[config.mk]
export PLATFORM = sky130hd
export DESIGN_NAME = dcef_top
export DESIGN_NICKNAME = d
export VERILOG_FILES = /design/src/dcef_pkg.sv /design/src/dcef_mem.sv /design/src/dcef_top.sv
export SDC_FILE = /design/constraint.sdc
export NUM_CORES = 1
export LEC_CHECK = 0
export BUFFER_PORTS_ARGS = -buffer_cell sky130_fd_sc_hd__buf_2
export CAP_MARGIN = 10
export CORE_MARGIN = 2
export CORE_UTILIZATION = 30
export CTS_CLUSTER_SIZE = 16
export DETAILED_ROUTE_END_ITERATION = 10
export MAX_ROUTING_LAYER = met4
export PLACE_DENSITY = 0.48
export SYNTH_ARGS = -nofsm -noshare
export SYNTH_HDL_FRONTEND = slang
export SYNTH_HIERARCHICAL = 1
export SYNTH_SLANG_ARGS = --single-unit
[constraint.sdc]
create_clock -name clk -period 4.8 [get_ports clk]
set_input_delay 0.24 -clock clk [delete_from_list [all_inputs] [get_ports clk]]
set_output_delay 0.24 -clock clk [all_outputs]
set_load 0.01 [all_outputs]
[src/dcef_pkg.sv]
// constants, field layouts and carriers shared by the elastic input buffer
package dcef_pkg;
  localparam int          DCEF_DEPTH     = 8;
  localparam int          DCEF_AW        = 3;
  localparam int          DCEF_SW        = 32;
  // register byte addresses
  localparam logic [7:0]  ADDR_CTRL      = 8'h00;
  localparam logic [7:0]  ADDR_OFFS      = 8'h04;
  localparam logic [7:0]  ADDR_SEL       = 8'h08;
  localparam logic [7:0]  ADDR_STAT      = 8'h0c;
  localparam logic [7:0]  ADDR_SAMPLE    = 8'h10;
  // field positions
  localparam int          CTRL_ENA_BIT   = 0;
  localparam int          CTRL_WIDE_BIT  = 1;
  localparam int          CTRL_SIF_BIT   = 2;
  localparam int          CTRL_INTP_LSB  = 8;
  localparam int          SEL_OUT_LSB    = 4;
  localparam int          SEL_SIF        = 3;
  localparam int          SEL_OUTPUT_PHASE_STROBE       = 2;
  localparam int          SEL_FRAME      = 1;
  localparam int          SEL_SYNC       = 0;
  localparam int          STAT_RPTR_LSB  = 4;
  localparam int          STAT_ENA_BIT   = 8;
  // values after reset
  localparam logic        RST_ENA        = 1'b1;
  localparam logic        RST_WIDE       = 1'b1;
  localparam logic [4:0]  RST_INTERP     = 5'h02;
  localparam logic [2:0]  RST_OFFSET     = 3'h4;
  localparam logic [2:0]  RST_WPTR       = 3'h0;
  localparam logic [3:0]  RST_SEL_IN     = 4'h2;
  localparam logic [3:0]  RST_SEL_OUT    = 4'h4;
  // words per sample minus one
  localparam logic [1:0]  LAST_WORD_WIDE = 2'h1;
  localparam logic [1:0]  LAST_WORD_BYTE = 2'h3;

  typedef struct packed {
    logic       ena;
    logic       wide;
    logic [4:0] interp;
  } dcef_ctrl_t;

  typedef struct packed {
    logic        dclk;
    logic [15:0] data;
    logic        frame;
    logic        sync;
    logic        cclk;
    logic        output_phase_strobe;
  } dcef_pins_t;

  typedef struct packed {
    logic [15:0] i;
    logic [15:0] q;
  } dcef_sample_t;
endpackage

[src/dcef_mem.sv]
// eight-word sample store with registered read data
`timescale 1ns/1ps
module dcef_mem
  import dcef_pkg::*;
(
  input  wire logic                clk,    // system clock
  input  wire logic                rst_n,  // async reset, active low
  input  wire logic                we,     // write strobe
  input  wire logic [DCEF_AW-1:0]  waddr,  // write location
  input  wire logic [DCEF_SW-1:0]  wdata,  // write sample
  input  wire logic                re,     // read strobe
  input  wire logic [DCEF_AW-1:0]  raddr,  // read location
  output logic      [DCEF_SW-1:0]  q_ff    // registered read sample
);
  logic [DCEF_SW-1:0] mem [DCEF_DEPTH];
  logic [DCEF_SW-1:0] nxt_q;

  always_comb begin
    nxt_q = re ? mem[raddr] : q_ff;
  end

  // storage cleared on reset so reads ahead of the first lap stay defined
  always_ff @(posedge clk or negedge rst_n) begin
    if (!rst_n) begin
      for (int i = 0; i < DCEF_DEPTH; i++) begin
        mem[i] <= '0;
      end
    end else if (we) begin
      mem[waddr] <= wdata;
    end
  end

  always_ff @(posedge clk or negedge rst_n) begin
    if (!rst_n) begin
      q_ff <= '0;
    end else begin
      q_ff <= nxt_q;
    end
  end
endmodule

[src/dcef_top.sv]
// dual channel elastic input buffer with apb control registers
// Contract
// RQ1: eight-location buffer holding two 16-bit channels per sample.
// RQ2: data taken on both source clock edges, assembled 32-bit sample stored.
// RQ3: each output tick fetches one whole sample at the read pointer.
// RQ4: output tick divides converter clock by 2*interp (word) or interp.
// RQ5: both pointers step after each access, wrapping over eight locations.
// RQ6: pointer reset puts write at 0, read at 4 by default.
// RQ7: three-bit software offset sets read reset location, default 4.
// RQ8: system keeps write and read rates equal.
// RQ9: four-bit field selects the write pointer reset source.
// RQ10: write-side sync sampled on rising source clock edges only.
// RQ11: rising edge of selected sync returns pointer to reset location.
// RQ12: separate read select; write sync recaptured on output side.
// RQ13: read reset event also restarts the output clock divider.
// RQ14: phase strobe, sampled on converter clock, resets read pointer alone.
// RQ15: pointers wrap by themselves; one reset suffices, repeats allowed.
// RQ16: periodic syncs repeat at multiples of 8 or 16 samples.
// RQ17: frame or sync repeat no faster than source clock over 16n.
// RQ18: phase strobe repeat no faster than converter over n*interp*8/16.
// RQ19: buffer disabled means bypass, read select ignored.
// RQ20: read select bits: 3 serial, 2 strobe, 1 frame, 0 sync.
// RQ21: dual-sync: write from frame/sync, read from phase strobe.
// RQ22: byte format uses sync rising edge to set sample boundaries.
// RQ23: write sync passes a multi-stage recapture with edge detect.
`timescale 1ns/1ps
module dcef_top
  import dcef_pkg::*;
(
  input  wire logic         clk,          // 50 MHz system clock
  input  wire logic         rst_n,        // async reset, active low
  input  wire logic         psel,         // apb select
  input  wire logic         penable,      // apb access phase
  input  wire logic         pwrite,       // apb direction
  input  wire logic [7:0]   paddr,        // apb byte address
  input  wire logic [31:0]  pwdata,       // apb write data
  output logic              pready_ff,    // apb ready
  output logic      [31:0]  prdata_ff,    // apb read data
  output logic              pslverr_ff,   // apb unmapped address
  input  wire dcef_pins_t   pins,         // asynchronous input pins
  output dcef_sample_t      sample_ff,    // sample delivered to converter
  output logic              valid_ff,     // one-cycle sample strobe
  output logic              tick_ff       // buffer output clock tick
);
  function automatic logic pick(input logic [3:0] sel, input logic fr,
                                input logic sy, input logic os);
    pick = |(sel[2:0] & {os, fr, sy});
  endfunction

  function automatic logic hit(input logic [7:0] a, input logic [7:0] b);
    hit = (a == b);
  endfunction

  // pin synchronisers; stage one is read only by stage two
  dcef_pins_t p1_ff, p2_ff, p3_ff;
  always_ff @(posedge clk or negedge rst_n) begin
    if (!rst_n) begin
      p1_ff <= '0;
      p2_ff <= '0;
      p3_ff <= '0;
    end else begin
      p1_ff <= pins;
      p2_ff <= p1_ff;
      p3_ff <= p2_ff;
    end
  end
  logic dclk_rise, dclk_fall, cclk_rise;
  assign dclk_rise = p2_ff.dclk & ~p3_ff.dclk;
  assign dclk_fall = ~p2_ff.dclk & p3_ff.dclk;
  assign cclk_rise = p2_ff.cclk & ~p3_ff.cclk;

  // register file
  dcef_ctrl_t   ctrl_ff, nxt_ctrl;
  logic [2:0]   offs_ff, nxt_offs;
  logic [7:0]   sel_ff, nxt_sel;
  logic         sif_ff, nxt_sif;
  logic [31:0]  nxt_prdata;
  logic         nxt_pready, nxt_pslverr, wr_acc, mapped;
  logic [2:0]   wptr_ff, rptr_ff;
  logic [3:0]   sel_in, sel_out;
  assign sel_in  = sel_ff[3:0];
  assign sel_out = sel_ff[SEL_OUT_LSB +: 4];
  assign wr_acc  = psel & penable & pready_ff & pwrite;
  assign mapped  = hit(paddr, ADDR_CTRL) | hit(paddr, ADDR_OFFS) |
                   hit(paddr, ADDR_SEL) | hit(paddr, ADDR_STAT) |
                   hit(paddr, ADDR_SAMPLE);

  always_comb begin
    nxt_ctrl    = ctrl_ff;
    nxt_offs    = offs_ff;
    nxt_sel     = sel_ff;
    nxt_sif     = 1'b0;
    nxt_pready  = psel & ~penable;
    nxt_pslverr = psel & ~penable & ~mapped;
    nxt_prdata  = prdata_ff;
    if (wr_acc && hit(paddr, ADDR_CTRL)) begin
      nxt_ctrl.ena    = pwdata[CTRL_ENA_BIT];
      nxt_ctrl.wide   = pwdata[CTRL_WIDE_BIT];
      nxt_ctrl.interp = pwdata[CTRL_INTP_LSB +: 5];
      nxt_sif         = pwdata[CTRL_SIF_BIT];
    end
    if (wr_acc && hit(paddr, ADDR_OFFS)) begin
      nxt_offs = pwdata[2:0]; // [RQ7]
    end
    if (wr_acc && hit(paddr, ADDR_SEL)) begin
      nxt_sel = pwdata[7:0]; // [RQ9] [RQ12]
    end
    if (psel && !penable) begin
      nxt_prdata = 32'h0000_0000;
      if (hit(paddr, ADDR_CTRL)) begin
        nxt_prdata[CTRL_ENA_BIT]        = ctrl_ff.ena;
        nxt_prdata[CTRL_WIDE_BIT]       = ctrl_ff.wide;
        nxt_prdata[CTRL_INTP_LSB +: 5]  = ctrl_ff.interp;
      end
      if (hit(paddr, ADDR_OFFS)) begin
        nxt_prdata[2:0] = offs_ff;
      end
      if (hit(paddr, ADDR_SEL)) begin
        nxt_prdata[7:0] = sel_ff;
      end
      if (hit(paddr, ADDR_STAT)) begin
        nxt_prdata[2:0]                 = wptr_ff;
        nxt_prdata[STAT_RPTR_LSB +: 3]  = rptr_ff;
        nxt_prdata[STAT_ENA_BIT]        = ctrl_ff.ena;
      end
      if (hit(paddr, ADDR_SAMPLE)) begin
        nxt_prdata = sample_ff;
      end
    end
  end

  always_ff @(posedge clk or negedge rst_n) begin
    if (!rst_n) begin
      ctrl_ff    <= '{ena: RST_ENA, wide: RST_WIDE, interp: RST_INTERP};
      offs_ff    <= RST_OFFSET; // [RQ6]
      sel_ff     <= {RST_SEL_OUT, RST_SEL_IN};
      sif_ff     <= 1'b0;
      pready_ff  <= 1'b0;
      pslverr_ff <= 1'b0;
      prdata_ff  <= 32'h0000_0000;
    end else begin
      ctrl_ff    <= nxt_ctrl;
      offs_ff    <= nxt_offs;
      sel_ff     <= nxt_sel;
      sif_ff     <= nxt_sif;
      pready_ff  <= nxt_pready;
      pslverr_ff <= nxt_pslverr;
      prdata_ff  <= nxt_prdata;
    end
  end

  // write side: assemble words or bytes into samples
  logic         wsmp_ff, nxt_wsmp, wsync_ev, edge_ev, done;
  logic [1:0]   phase_ff, nxt_phase, ph, last;
  logic [31:0]  asm_ff, nxt_asm, byp_ff, nxt_byp;
  logic         wr_en_ff, nxt_wr_en;
  logic [2:0]   wr_addr_ff, nxt_wr_addr, nxt_wptr, wuse;
  assign edge_ev  = dclk_rise | dclk_fall; // [RQ2]
  assign last     = ctrl_ff.wide ? LAST_WORD_WIDE : LAST_WORD_BYTE;
  assign nxt_wsmp = dclk_rise ? pick(sel_in, p2_ff.frame, p2_ff.sync, 1'b0)
                              : wsmp_ff; // [RQ10]
  assign wsync_ev = (dclk_rise & nxt_wsmp & ~wsmp_ff) |
                    (sif_ff & sel_in[SEL_SIF]); // [RQ11] [RQ9]

  always_comb begin
    ph          = wsync_ev ? 2'h0 : phase_ff; // [RQ22]
    wuse        = wsync_ev ? RST_WPTR : wptr_ff; // [RQ6]
    nxt_phase   = ph;
    nxt_asm     = asm_ff;
    nxt_wptr    = wuse;
    nxt_byp     = byp_ff;
    nxt_wr_en   = 1'b0;
    nxt_wr_addr = wr_addr_ff;
    done        = 1'b0;
    if (edge_ev) begin
      nxt_asm = ctrl_ff.wide ? {asm_ff[15:0], p2_ff.data}
                             : {asm_ff[23:0], p2_ff.data[7:0]};
      done    = (ph == last);
      nxt_phase = done ? 2'h0 : ph + 2'h1;
    end
    if (done) begin
      nxt_wr_en   = 1'b1; // [RQ2]
      nxt_wr_addr = wuse;
      nxt_wptr    = wuse + 3'h1; // [RQ5] [RQ15]
      nxt_byp     = nxt_asm;
    end
  end

  always_ff @(posedge clk or negedge rst_n) begin
    if (!rst_n) begin
      wsmp_ff    <= 1'b0;
      phase_ff   <= 2'h0;
      asm_ff     <= 32'h0000_0000;
      byp_ff     <= 32'h0000_0000;
      wr_en_ff   <= 1'b0;
      wr_addr_ff <= RST_WPTR;
      wptr_ff    <= RST_WPTR;
    end else begin
      wsmp_ff    <= nxt_wsmp;
      phase_ff   <= nxt_phase;
      asm_ff     <= nxt_asm;
      byp_ff     <= nxt_byp;
      wr_en_ff   <= nxt_wr_en;
      wr_addr_ff <= nxt_wr_addr;
      wptr_ff    <= nxt_wptr;
    end
  end

  // read side: divider, recapture of write sync, pointer
  logic         pend_ff, nxt_pend, output_phase_strobe_ff, nxt_output_phase_strobe, output_phase_strobe_ev, recap_ev;
  logic [2:0]   cap_ff, nxt_cap, nxt_rptr;
  logic [5:0]   div, divcnt_ff, nxt_divcnt;
  logic         rd_rst, tick, nxt_valid;
  logic [31:0]  mem_q;
  dcef_sample_t nxt_sample;
  // set wins over the clear taken by a converter edge
  assign nxt_pend = wsync_ev | (pend_ff & ~cclk_rise);
  assign nxt_cap  = cclk_rise ? {cap_ff[1:0], pend_ff} : cap_ff; // [RQ23]
  assign recap_ev = cclk_rise & cap_ff[1] & ~cap_ff[2]; // [RQ12] [RQ23]
  assign nxt_output_phase_strobe = cclk_rise ? p2_ff.output_phase_strobe : output_phase_strobe_ff;
  assign output_phase_strobe_ev  = cclk_rise & p2_ff.output_phase_strobe & ~output_phase_strobe_ff; // [RQ14]
  // read select only matters with the buffer in use
  assign rd_rst   = ctrl_ff.ena & ((sel_out[SEL_OUTPUT_PHASE_STROBE] & output_phase_strobe_ev) |
                    ((sel_out[SEL_FRAME] | sel_out[SEL_SYNC]) & recap_ev) |
                    (sel_out[SEL_SIF] & sif_ff)); // [RQ19] [RQ20] [RQ21]
  // zero interpolation gives a divide by one in either format to keep the divider alive
  assign div = (ctrl_ff.interp == 5'h00) ? 6'h01 :
               ctrl_ff.wide ? {ctrl_ff.interp, 1'b0}
                            : {1'b0, ctrl_ff.interp}; // [RQ4]
  assign tick = ~rd_rst & cclk_rise & (divcnt_ff >= div - 6'h01);

  always_comb begin
    nxt_divcnt = divcnt_ff;
    nxt_rptr   = rptr_ff;
    if (rd_rst) begin
      nxt_divcnt = 6'h00; // [RQ13]
      nxt_rptr   = offs_ff; // [RQ7] [RQ11]
    end else if (tick) begin
      nxt_divcnt = 6'h00;
      nxt_rptr   = rptr_ff + 3'h1; // [RQ5] [RQ15]
    end else if (cclk_rise) begin
      nxt_divcnt = divcnt_ff + 6'h01;
    end
    nxt_valid  = tick_ff;
    nxt_sample = sample_ff;
    if (tick_ff) begin
      nxt_sample = ctrl_ff.ena ? mem_q : byp_ff; // [RQ3] [RQ19]
    end
  end

  always_ff @(posedge clk or negedge rst_n) begin
    if (!rst_n) begin
      pend_ff   <= 1'b0;
      cap_ff    <= 3'h0;
      output_phase_strobe_ff   <= 1'b0;
      divcnt_ff <= 6'h00;
      rptr_ff   <= RST_OFFSET; // [RQ6]
      tick_ff   <= 1'b0;
      valid_ff  <= 1'b0;
      sample_ff <= '0;
    end else begin
      pend_ff   <= nxt_pend;
      cap_ff    <= nxt_cap;
      output_phase_strobe_ff   <= nxt_output_phase_strobe;
      divcnt_ff <= nxt_divcnt;
      rptr_ff   <= nxt_rptr;
      tick_ff   <= tick;
      valid_ff  <= nxt_valid;
      sample_ff <= nxt_sample;
    end
  end

  dcef_mem u_mem (
    .clk   (clk),
    .rst_n (rst_n),
    .we    (wr_en_ff),
    .waddr (wr_addr_ff),
    .wdata (asm_ff),
    .re    (tick),
    .raddr (rptr_ff),
    .q_ff  (mem_q)
  ); // [RQ1]
endmodule

## Word level (Yosys, flattened, before mapping)

Index checks and enable logic that the tools add are counted.

| cells by class | value |
|---|---|
| add/sub/neg operators | 5 |
| reductions and logical operators | 11 |
| bitwise operators | 45 |
| $mul | 0 |
| shift operators | 0 |
| multiplexer cells | 34 |
| eq/ne operators | 5 |
| magnitude comparators | 4 |
| divide/modulo/power cells | 0 |

Operator list:

| cell | number |
|---|---|
| 256-bit bitwise mux | 1 |
| 32-bit two-way mux | 7 |
| 32-bit binary-select mux with 3-bit select | 1 |
| 32-bit demux with 3-bit select | 1 |
| 6-bit two-way mux | 5 |
| 1-bit AND | 22 |
| 3-bit two-way mux | 7 |
| 8-bit by 4-bit == test with 1-bit output, second input constant | 2 |
| 2-bit two-way mux | 5 |
| 1-bit NOT | 10 |
| 1-bit bitwise OR | 10 |
| 8-bit by 3-bit == test with 1-bit output, second input constant | 1 |
| 8-bit by 5-bit == test with 1-bit output, second input constant | 1 |
| 4-bit >= comparator, second input constant | 2 |
| 8-bit zero test | 1 |
| 8-bit two-way mux | 1 |
| 3-bit NOT with 4-bit output | 2 |
| 3-bit by 1-bit adder with 3-bit output, second input constant | 2 |
| 6-bit by 1-bit adder with 6-bit output, second input constant | 1 |
| 6-bit >= comparator | 1 |
| 6-bit by 1-bit subtractor with 6-bit output, second input constant | 1 |
| 1-bit logical AND | 5 |
| 5-bit zero test | 1 |
| 1-bit two-way mux | 5 |
| other kinds (9) | 9 |

| word-level totals | value |
|---|---|
| latch bits | 0 |
| RAM bits | 0 |
| word-level logic and storage cells | 152 |
| bits in read-only memories | 0 |
| register bits | 507 |
| memories kept | 0 |
| bits of input ports | 66 |

## Depth between registers and ports, before layout

| logic depth | value |
|---|---|
| word-level depth | 13 |
| gate-level depth with buffers | 18 |
| depth with buffers taken out | 15 |

## Modules after synthesis

Netlist, hierarchy kept.

By module, submodules not included:

| module | area an instance (um^2) | times used | sequential area each (um^2) | cells each |
|---|---|---|---|---|
| dcef_mem | 12998.7 | 1 | 7206.9 | 915 |
| dcef_top | 8749.6 | 1 | 5489.0 | 694 |

## Least setup slack after synthesis

OpenSTA, ideal clock, no wires.

| timing | value |
|---|---|
| path kind | flip-flop to flip-flop |
| start point | reg ctrl_ff[5] (netlist name) |
| end point | reg u_mem.q_ff[2] |
| library setup time | 0.120 ns |
| slack | 1.051 ns |
| stages on the path, launching flop included | 19 |
| data arrival time | 3.629 ns |
| clock period less this slack | 3.749 ns |
| buffers on the path | 5 |
| cells stage by stage | dfstp_2 > clkbuf_1 > buf_1 > inv_1 > a21oi_1 > ha_1 > nand2_1 > xor2_1 > nand2_1 > o21ai_0 > ha_1 > a2111oi_0 > o21ai_0 > o211ai_1 > nor2_1 > buf_2 > clkbuf_1 > clkbuf_1 > a41o_1 |

| between the ends | value |
|---|---|
| word-level cells in the longest chain between the ends | 5 |

Ends and longest elaborated chain:

| what | RTL line | text |
|---|---|---|
| start: declaration | dcef_top.sv:73 | `dcef_ctrl_t ctrl_ff, nxt_ctrl;` |
| start signal: assignment | dcef_top.sv:134 | `ctrl_ff <= '{ena: RST_ENA, wide: RST_WIDE, interp: RST_INTERP};` |
| start signal: assignment | dcef_top.sv:142 | `ctrl_ff <= nxt_ctrl;` |
| 6-bit two-way mux | dcef_top.sv:228 | `ctrl_ff.wide ? {ctrl_ff.interp, 1'b0}` |
| 6-bit two-way mux | dcef_top.sv:227 | `assign div = (ctrl_ff.interp == 5'h00) ? 6'h01 :` |
| 6-bit by 1-bit subtractor with 6-bit output | dcef_top.sv:230 | `assign tick = ~rd_rst & cclk_rise & (divcnt_ff >= div - 6'h01);` |
| 6-bit >= comparator | dcef_top.sv:230 |  |
| 1-bit AND | dcef_top.sv:230 |  |
| named net tick | dcef_top.sv:213 | `logic rd_rst, tick, nxt_valid;` |
| end signal: assignment | dcef_mem.sv:37 | `q_ff <= nxt_q;` |
| end: declaration | dcef_mem.sv:13 | `output logic [DCEF_SW-1:0] q_ff` |

The timed path passes the listed nets, and every way through them passes these cells.
A chain may end at the register's enable or synchronous reset.

## Worst setup path after layout

| timing | value |
|---|---|
| start point | reg ctrl_ff[3] (netlist name) |
| end point | reg u_mem.q_ff[21] |

| between the ends | value |
|---|---|
| word-level cells in the longest chain between the ends | 5 |
| elaborated cells on any way between the ends | 6 |

Ends and longest elaborated chain:

| what | RTL line |
|---|---|
| 5-bit zero test / 6-bit two-way mux (equally long branches) | dcef_top.sv:227, dcef_top.sv:228 |
| 6-bit two-way mux * | dcef_top.sv:227 |
| 6-bit by 1-bit subtractor with 6-bit output * | dcef_top.sv:230 |
| 6-bit >= comparator * | dcef_top.sv:230 |
| 1-bit AND * | dcef_top.sv:230 |
| named net tick | dcef_top.sv:213 |

Mark *: on every way through the listed nets, which the timed path passes. The rest lies on a longest branch.

==> out/metrics.csv <==
stage,metric,value,unit
status,status,completed,
timing,Final setup viols,0,
worst_setup_path,startpoint types,flop,
placement,HPWL Detailed,33400,µm
worst_setup_path,WS Path Type,flop to flop,
timing,fmax,0.289,GHz
grt,pin count of the biggest net entering global routing,117,
placement,port buffer count,114,
clocking,CTS Buf Count,54,
drt,drt pass-1 iters,5,
logic_synthesis,most area-consuming cells after synthesis,"dfrtp_1 (58%), mux2_2 (16%), mux2i_1 (7.2%)",
worst_setup_path,worst reg2reg path startpoint,ctrl_ff[3]$_DFFE_PN0P_,
grt,met3 GRT Util,2.04,%
grt,initial antenna violation count,4,
logic_synthesis,"Seq/Total Area, Yosys",58.4,%
logic_synthesis,Mapped Cells,1609,
worst_setup_path,Setup crit start,ctrl_ff[3]$_DFFE_PN0P_,
placement,dpl ws,1.40,ns
drt,DRC,0,
worst_setup_path,Crit Path Max Fanout,65,
clocking,Clock Root Buffer,clkbuf_16,
logic_synthesis,ys flop type,dfrtp_1,
worst_setup_path,reg2reg setup slack,1.34,ns
clocking,clock insertion delay at the later pin of the skew report,0.61,ns
worst_setup_path,crit path capture,u_mem/q_ff[21]$_DFFE_PN0P_,
floorplan,Die Area,74700,µm²
logic_synthesis,Avg Inst Size Synth,13.5,µm²
timing,crit share post-route,72.2,%
logic_synthesis,net count after synthesis,1686,
final_layout,layout cells sized above 1,31.4,%
grt,vias in the first global route,14000,
grt,first-pass GRT wire length,87200,µm
timing,"Worst Setup Slack, final",1.34,ns
timing,Final min period,3.46,ns
final_layout,diode count,0,
drt,1st-iter DRT viols,949,
worst_setup_path,R2R cell count,13,
logic_synthesis,"Distinct cells, synth",55,
timing,RSZ-0062 raised after global routing,false,
clocking,CTS tree,built,
drt,DRT antenna net count,0,
floorplan,row count,98,
pwr,pwr dens,568,nW/µm²
grt,met2 Track Usage GR,24.1,%
drt,Vias,13400,
worst_setup_path,RR Endpoint,u_mem/q_ff[21]$_DFFE_PN0P_,
clocking,htree depth,2,
grt,routing usage on met1,21.9,%
timing,Final Hold Vio Count,0,
clocking,clock-pin slew on the worst setup and hold paths,0.06,ns
placement,Final GP Congestion,0.799,
floorplan,core area,71600,µm²
grt,Overflow after GRT,0,
worst_setup_path,CP Data Required Time,5.29,ns
final_layout,area growth from synthesis to layout,17.1,%
floorplan,Die H,273,µm
logic_synthesis,Post-synth top cells,"dfrtp_1 (500), mux2_2 (304), mux2i_1 (156)",
floorplan,I/O pins,134,
logic_synthesis,Yosys warnings,6,
logic_synthesis,area of the mapped netlist,21700,µm²
floorplan,Chip Width,273,µm
logic_synthesis,Post-synth EDFFs,0,
clocking,Max Buffers Root-to-Sink,3,
pwr,VDD IR max,292,µV
logic_synthesis,Seq cells post-synth,507,
logic_synthesis,top-count cell post-synth,dfrtp_1,
timing,Clock Skew,0.0220,ns
grt,GRT Total Usage,15.7,%
timing,Worst Max-Slew Pin Slew,1.17,ns
drt,routed len/inst,20.8,µm
drt,Via density,4.91,
logic_synthesis,ys async rst share,100,%
flow_run,max_cap viols,0,
min_path,hold crit path type,input port to flop,
worst_setup_path,Crit path arrival time,3.95,ns
pwr,Leakage,11.9,nW
final_layout,Post-layout nets,1813,
drt,final WL,56700,µm
clocking,total clock sinks,507,
floorplan,Starting Density,30.4,%
logic_synthesis,largest area contributor in the netlist,dfrtp_1,
timing,Pins Over Slew Limit,0,
worst_setup_path,Setup crit end kind,flop,
grt,GR peak layer,met2,
timing,setup_tns,0,ns
logic_synthesis,area share of the largest cell type after synthesis,57.5,%
timing,Slew headroom,21.8,%
==> cell families after synthesis <==
logic type / synth area share (%)
compound gates: 7.71
xor+xnor: 0.524
fa+ha+maj: 0.633
buf+inv: 2.83
flops: 58.4
mux: 23.7
simple gates: 6.23
==> layout by cell type, fill, tap and decap left out, types with 6 or more instances in the layout <==
| cell | Yosys | layout |
|---|---|---|
| buf_4 | 17 | 22 |
| a22oi_1 | 45 | 45 |
| dfrtp_1 | 500 | 498 |
| clkbuf_16 | 0 | 55 |
| nor2b_1 | 68 | 67 |
| a22o_1 | 24 | 24 |
| ha_1 | 11 | 10 |
| a211o_1 | 32 | 32 |
| a21oi_1 | 37 | 37 |
| xor2_1 | 11 | 11 |
| a41o_1 | 32 | 32 |
| clkinv_2 | 0 | 8 |
| nand2_1 | 74 | 74 |
| inv_1 | 8 | 8 |
| mux2_2 | 304 | 304 |
| o21ai_0 | 51 | 51 |
| bufinv_16 | 0 | 6 |
| buf_12 | 0 | 6 |
| clkbuf_8 | 0 | 15 |
| buf_2 | 33 | 113 |
| clkbuf_1 | 42 | 14 |
| mux2i_1 | 156 | 156 |
| dlygate4sd3_1 | 0 | 36 |
| mux2_1 | 11 | 11 |
| nand3_1 | 37 | 37 |
| dfstp_2 | 7 | 7 |
| nor2_1 | 47 | 45 |
==> stage by stage <==
stage	cells	cell area, µm²	power, mW	hold WS, ns	util, %
after floorplan	1609	21700	8.86	-0.0556	-
after global placement	2594	23200	10.1	0.335	32.5
after detailed placement	2594	23200	10.2	0.335	32.5
after CTS	2729	25500	14.7	0.0303	35.6
after global routing	2729	25500	15.3	0.0665	35.6
final	2729	25500	14.5	0.0620	35.6
==> how the worst min path moves through the flow <==
stage,endpoint,depth (start not counted),from,slack [ns]
global route,sif_ff$_DFF_PN0_,3,paddr[4],0.07
detailed placement,p2_ff[1]$_DFF_PN0_,0,p1_ff[1]$_DFF_PN0_,0.33
global placement,p2_ff[1]$_DFF_PN0_,0,p1_ff[1]$_DFF_PN0_,0.34
finish,pslverr_ff$_DFF_PN0_,3,paddr[4],0.06
CTS,sif_ff$_DFF_PN0_,3,paddr[4],0.03
floorplan,asm_ff[0]$_DFF_PN0_,0,rst_n,-0.06
==> sequential cells by signal, summed over array words and instances (netlist names), 21 cells and up <==
register and flops:
u_mem/mem 256, p1_ff 21, p2_ff 21, byp_ff 32
asm_ff 32, u_mem/q_ff 32, prdata_ff 32, sample_ff 32
==> repair_timing <==
item,4_1_cts,5_1_grt
hold buffers,36,0
gates resized for setup,0,0
endpoints found under the setup margin,0,0
hold endpoints to repair,141,0
buffers inserted,0,0
==> critical path, stage by stage (launching register included) <==
cell and delay [ns]:
dfrtp_1 0.44, nor2_1 0.23, nor4b_1 0.26, a21oi_1 0.10, ha_1 0.25, xor2_1 0.17
ha_1 0.29, o211ai_1 0.07, o21ai_0 0.31, o211ai_1 0.31, nor2_4 0.21, buf_12 0.33
nor2b_1 0.10, a41o_1 0.22
==> final cells by class <==
class,count,area [µm²]
Multi-Input combinational cell,986,8460
Tap cell,950,1190
Inverter,9,33.8
Fill cell,6927,46100
Clock inverter,15,229
Timing Repair Buffer,178,1230
Sequential cell,507,12700
Clock buffer,84,1640
==> power breakdown <==
group,internal (mW),switching (mW)
clock,2.65,1.73
combinational,1.82,1.90
sequential,5.46,0.920
==> metal layers <==
layer / part of all wire, % / wire length (µm) / vias up
li1: - / - / 6086
met1: 49 / 27600 / 7008
met2: 46 / 25800 / 233
met3: 3.6 / 2030 / 85
met4: 2.3 / 1280 / 0
met5: 0 / 0 / -
No activity file was read; power rests on OpenSTA's default activity.
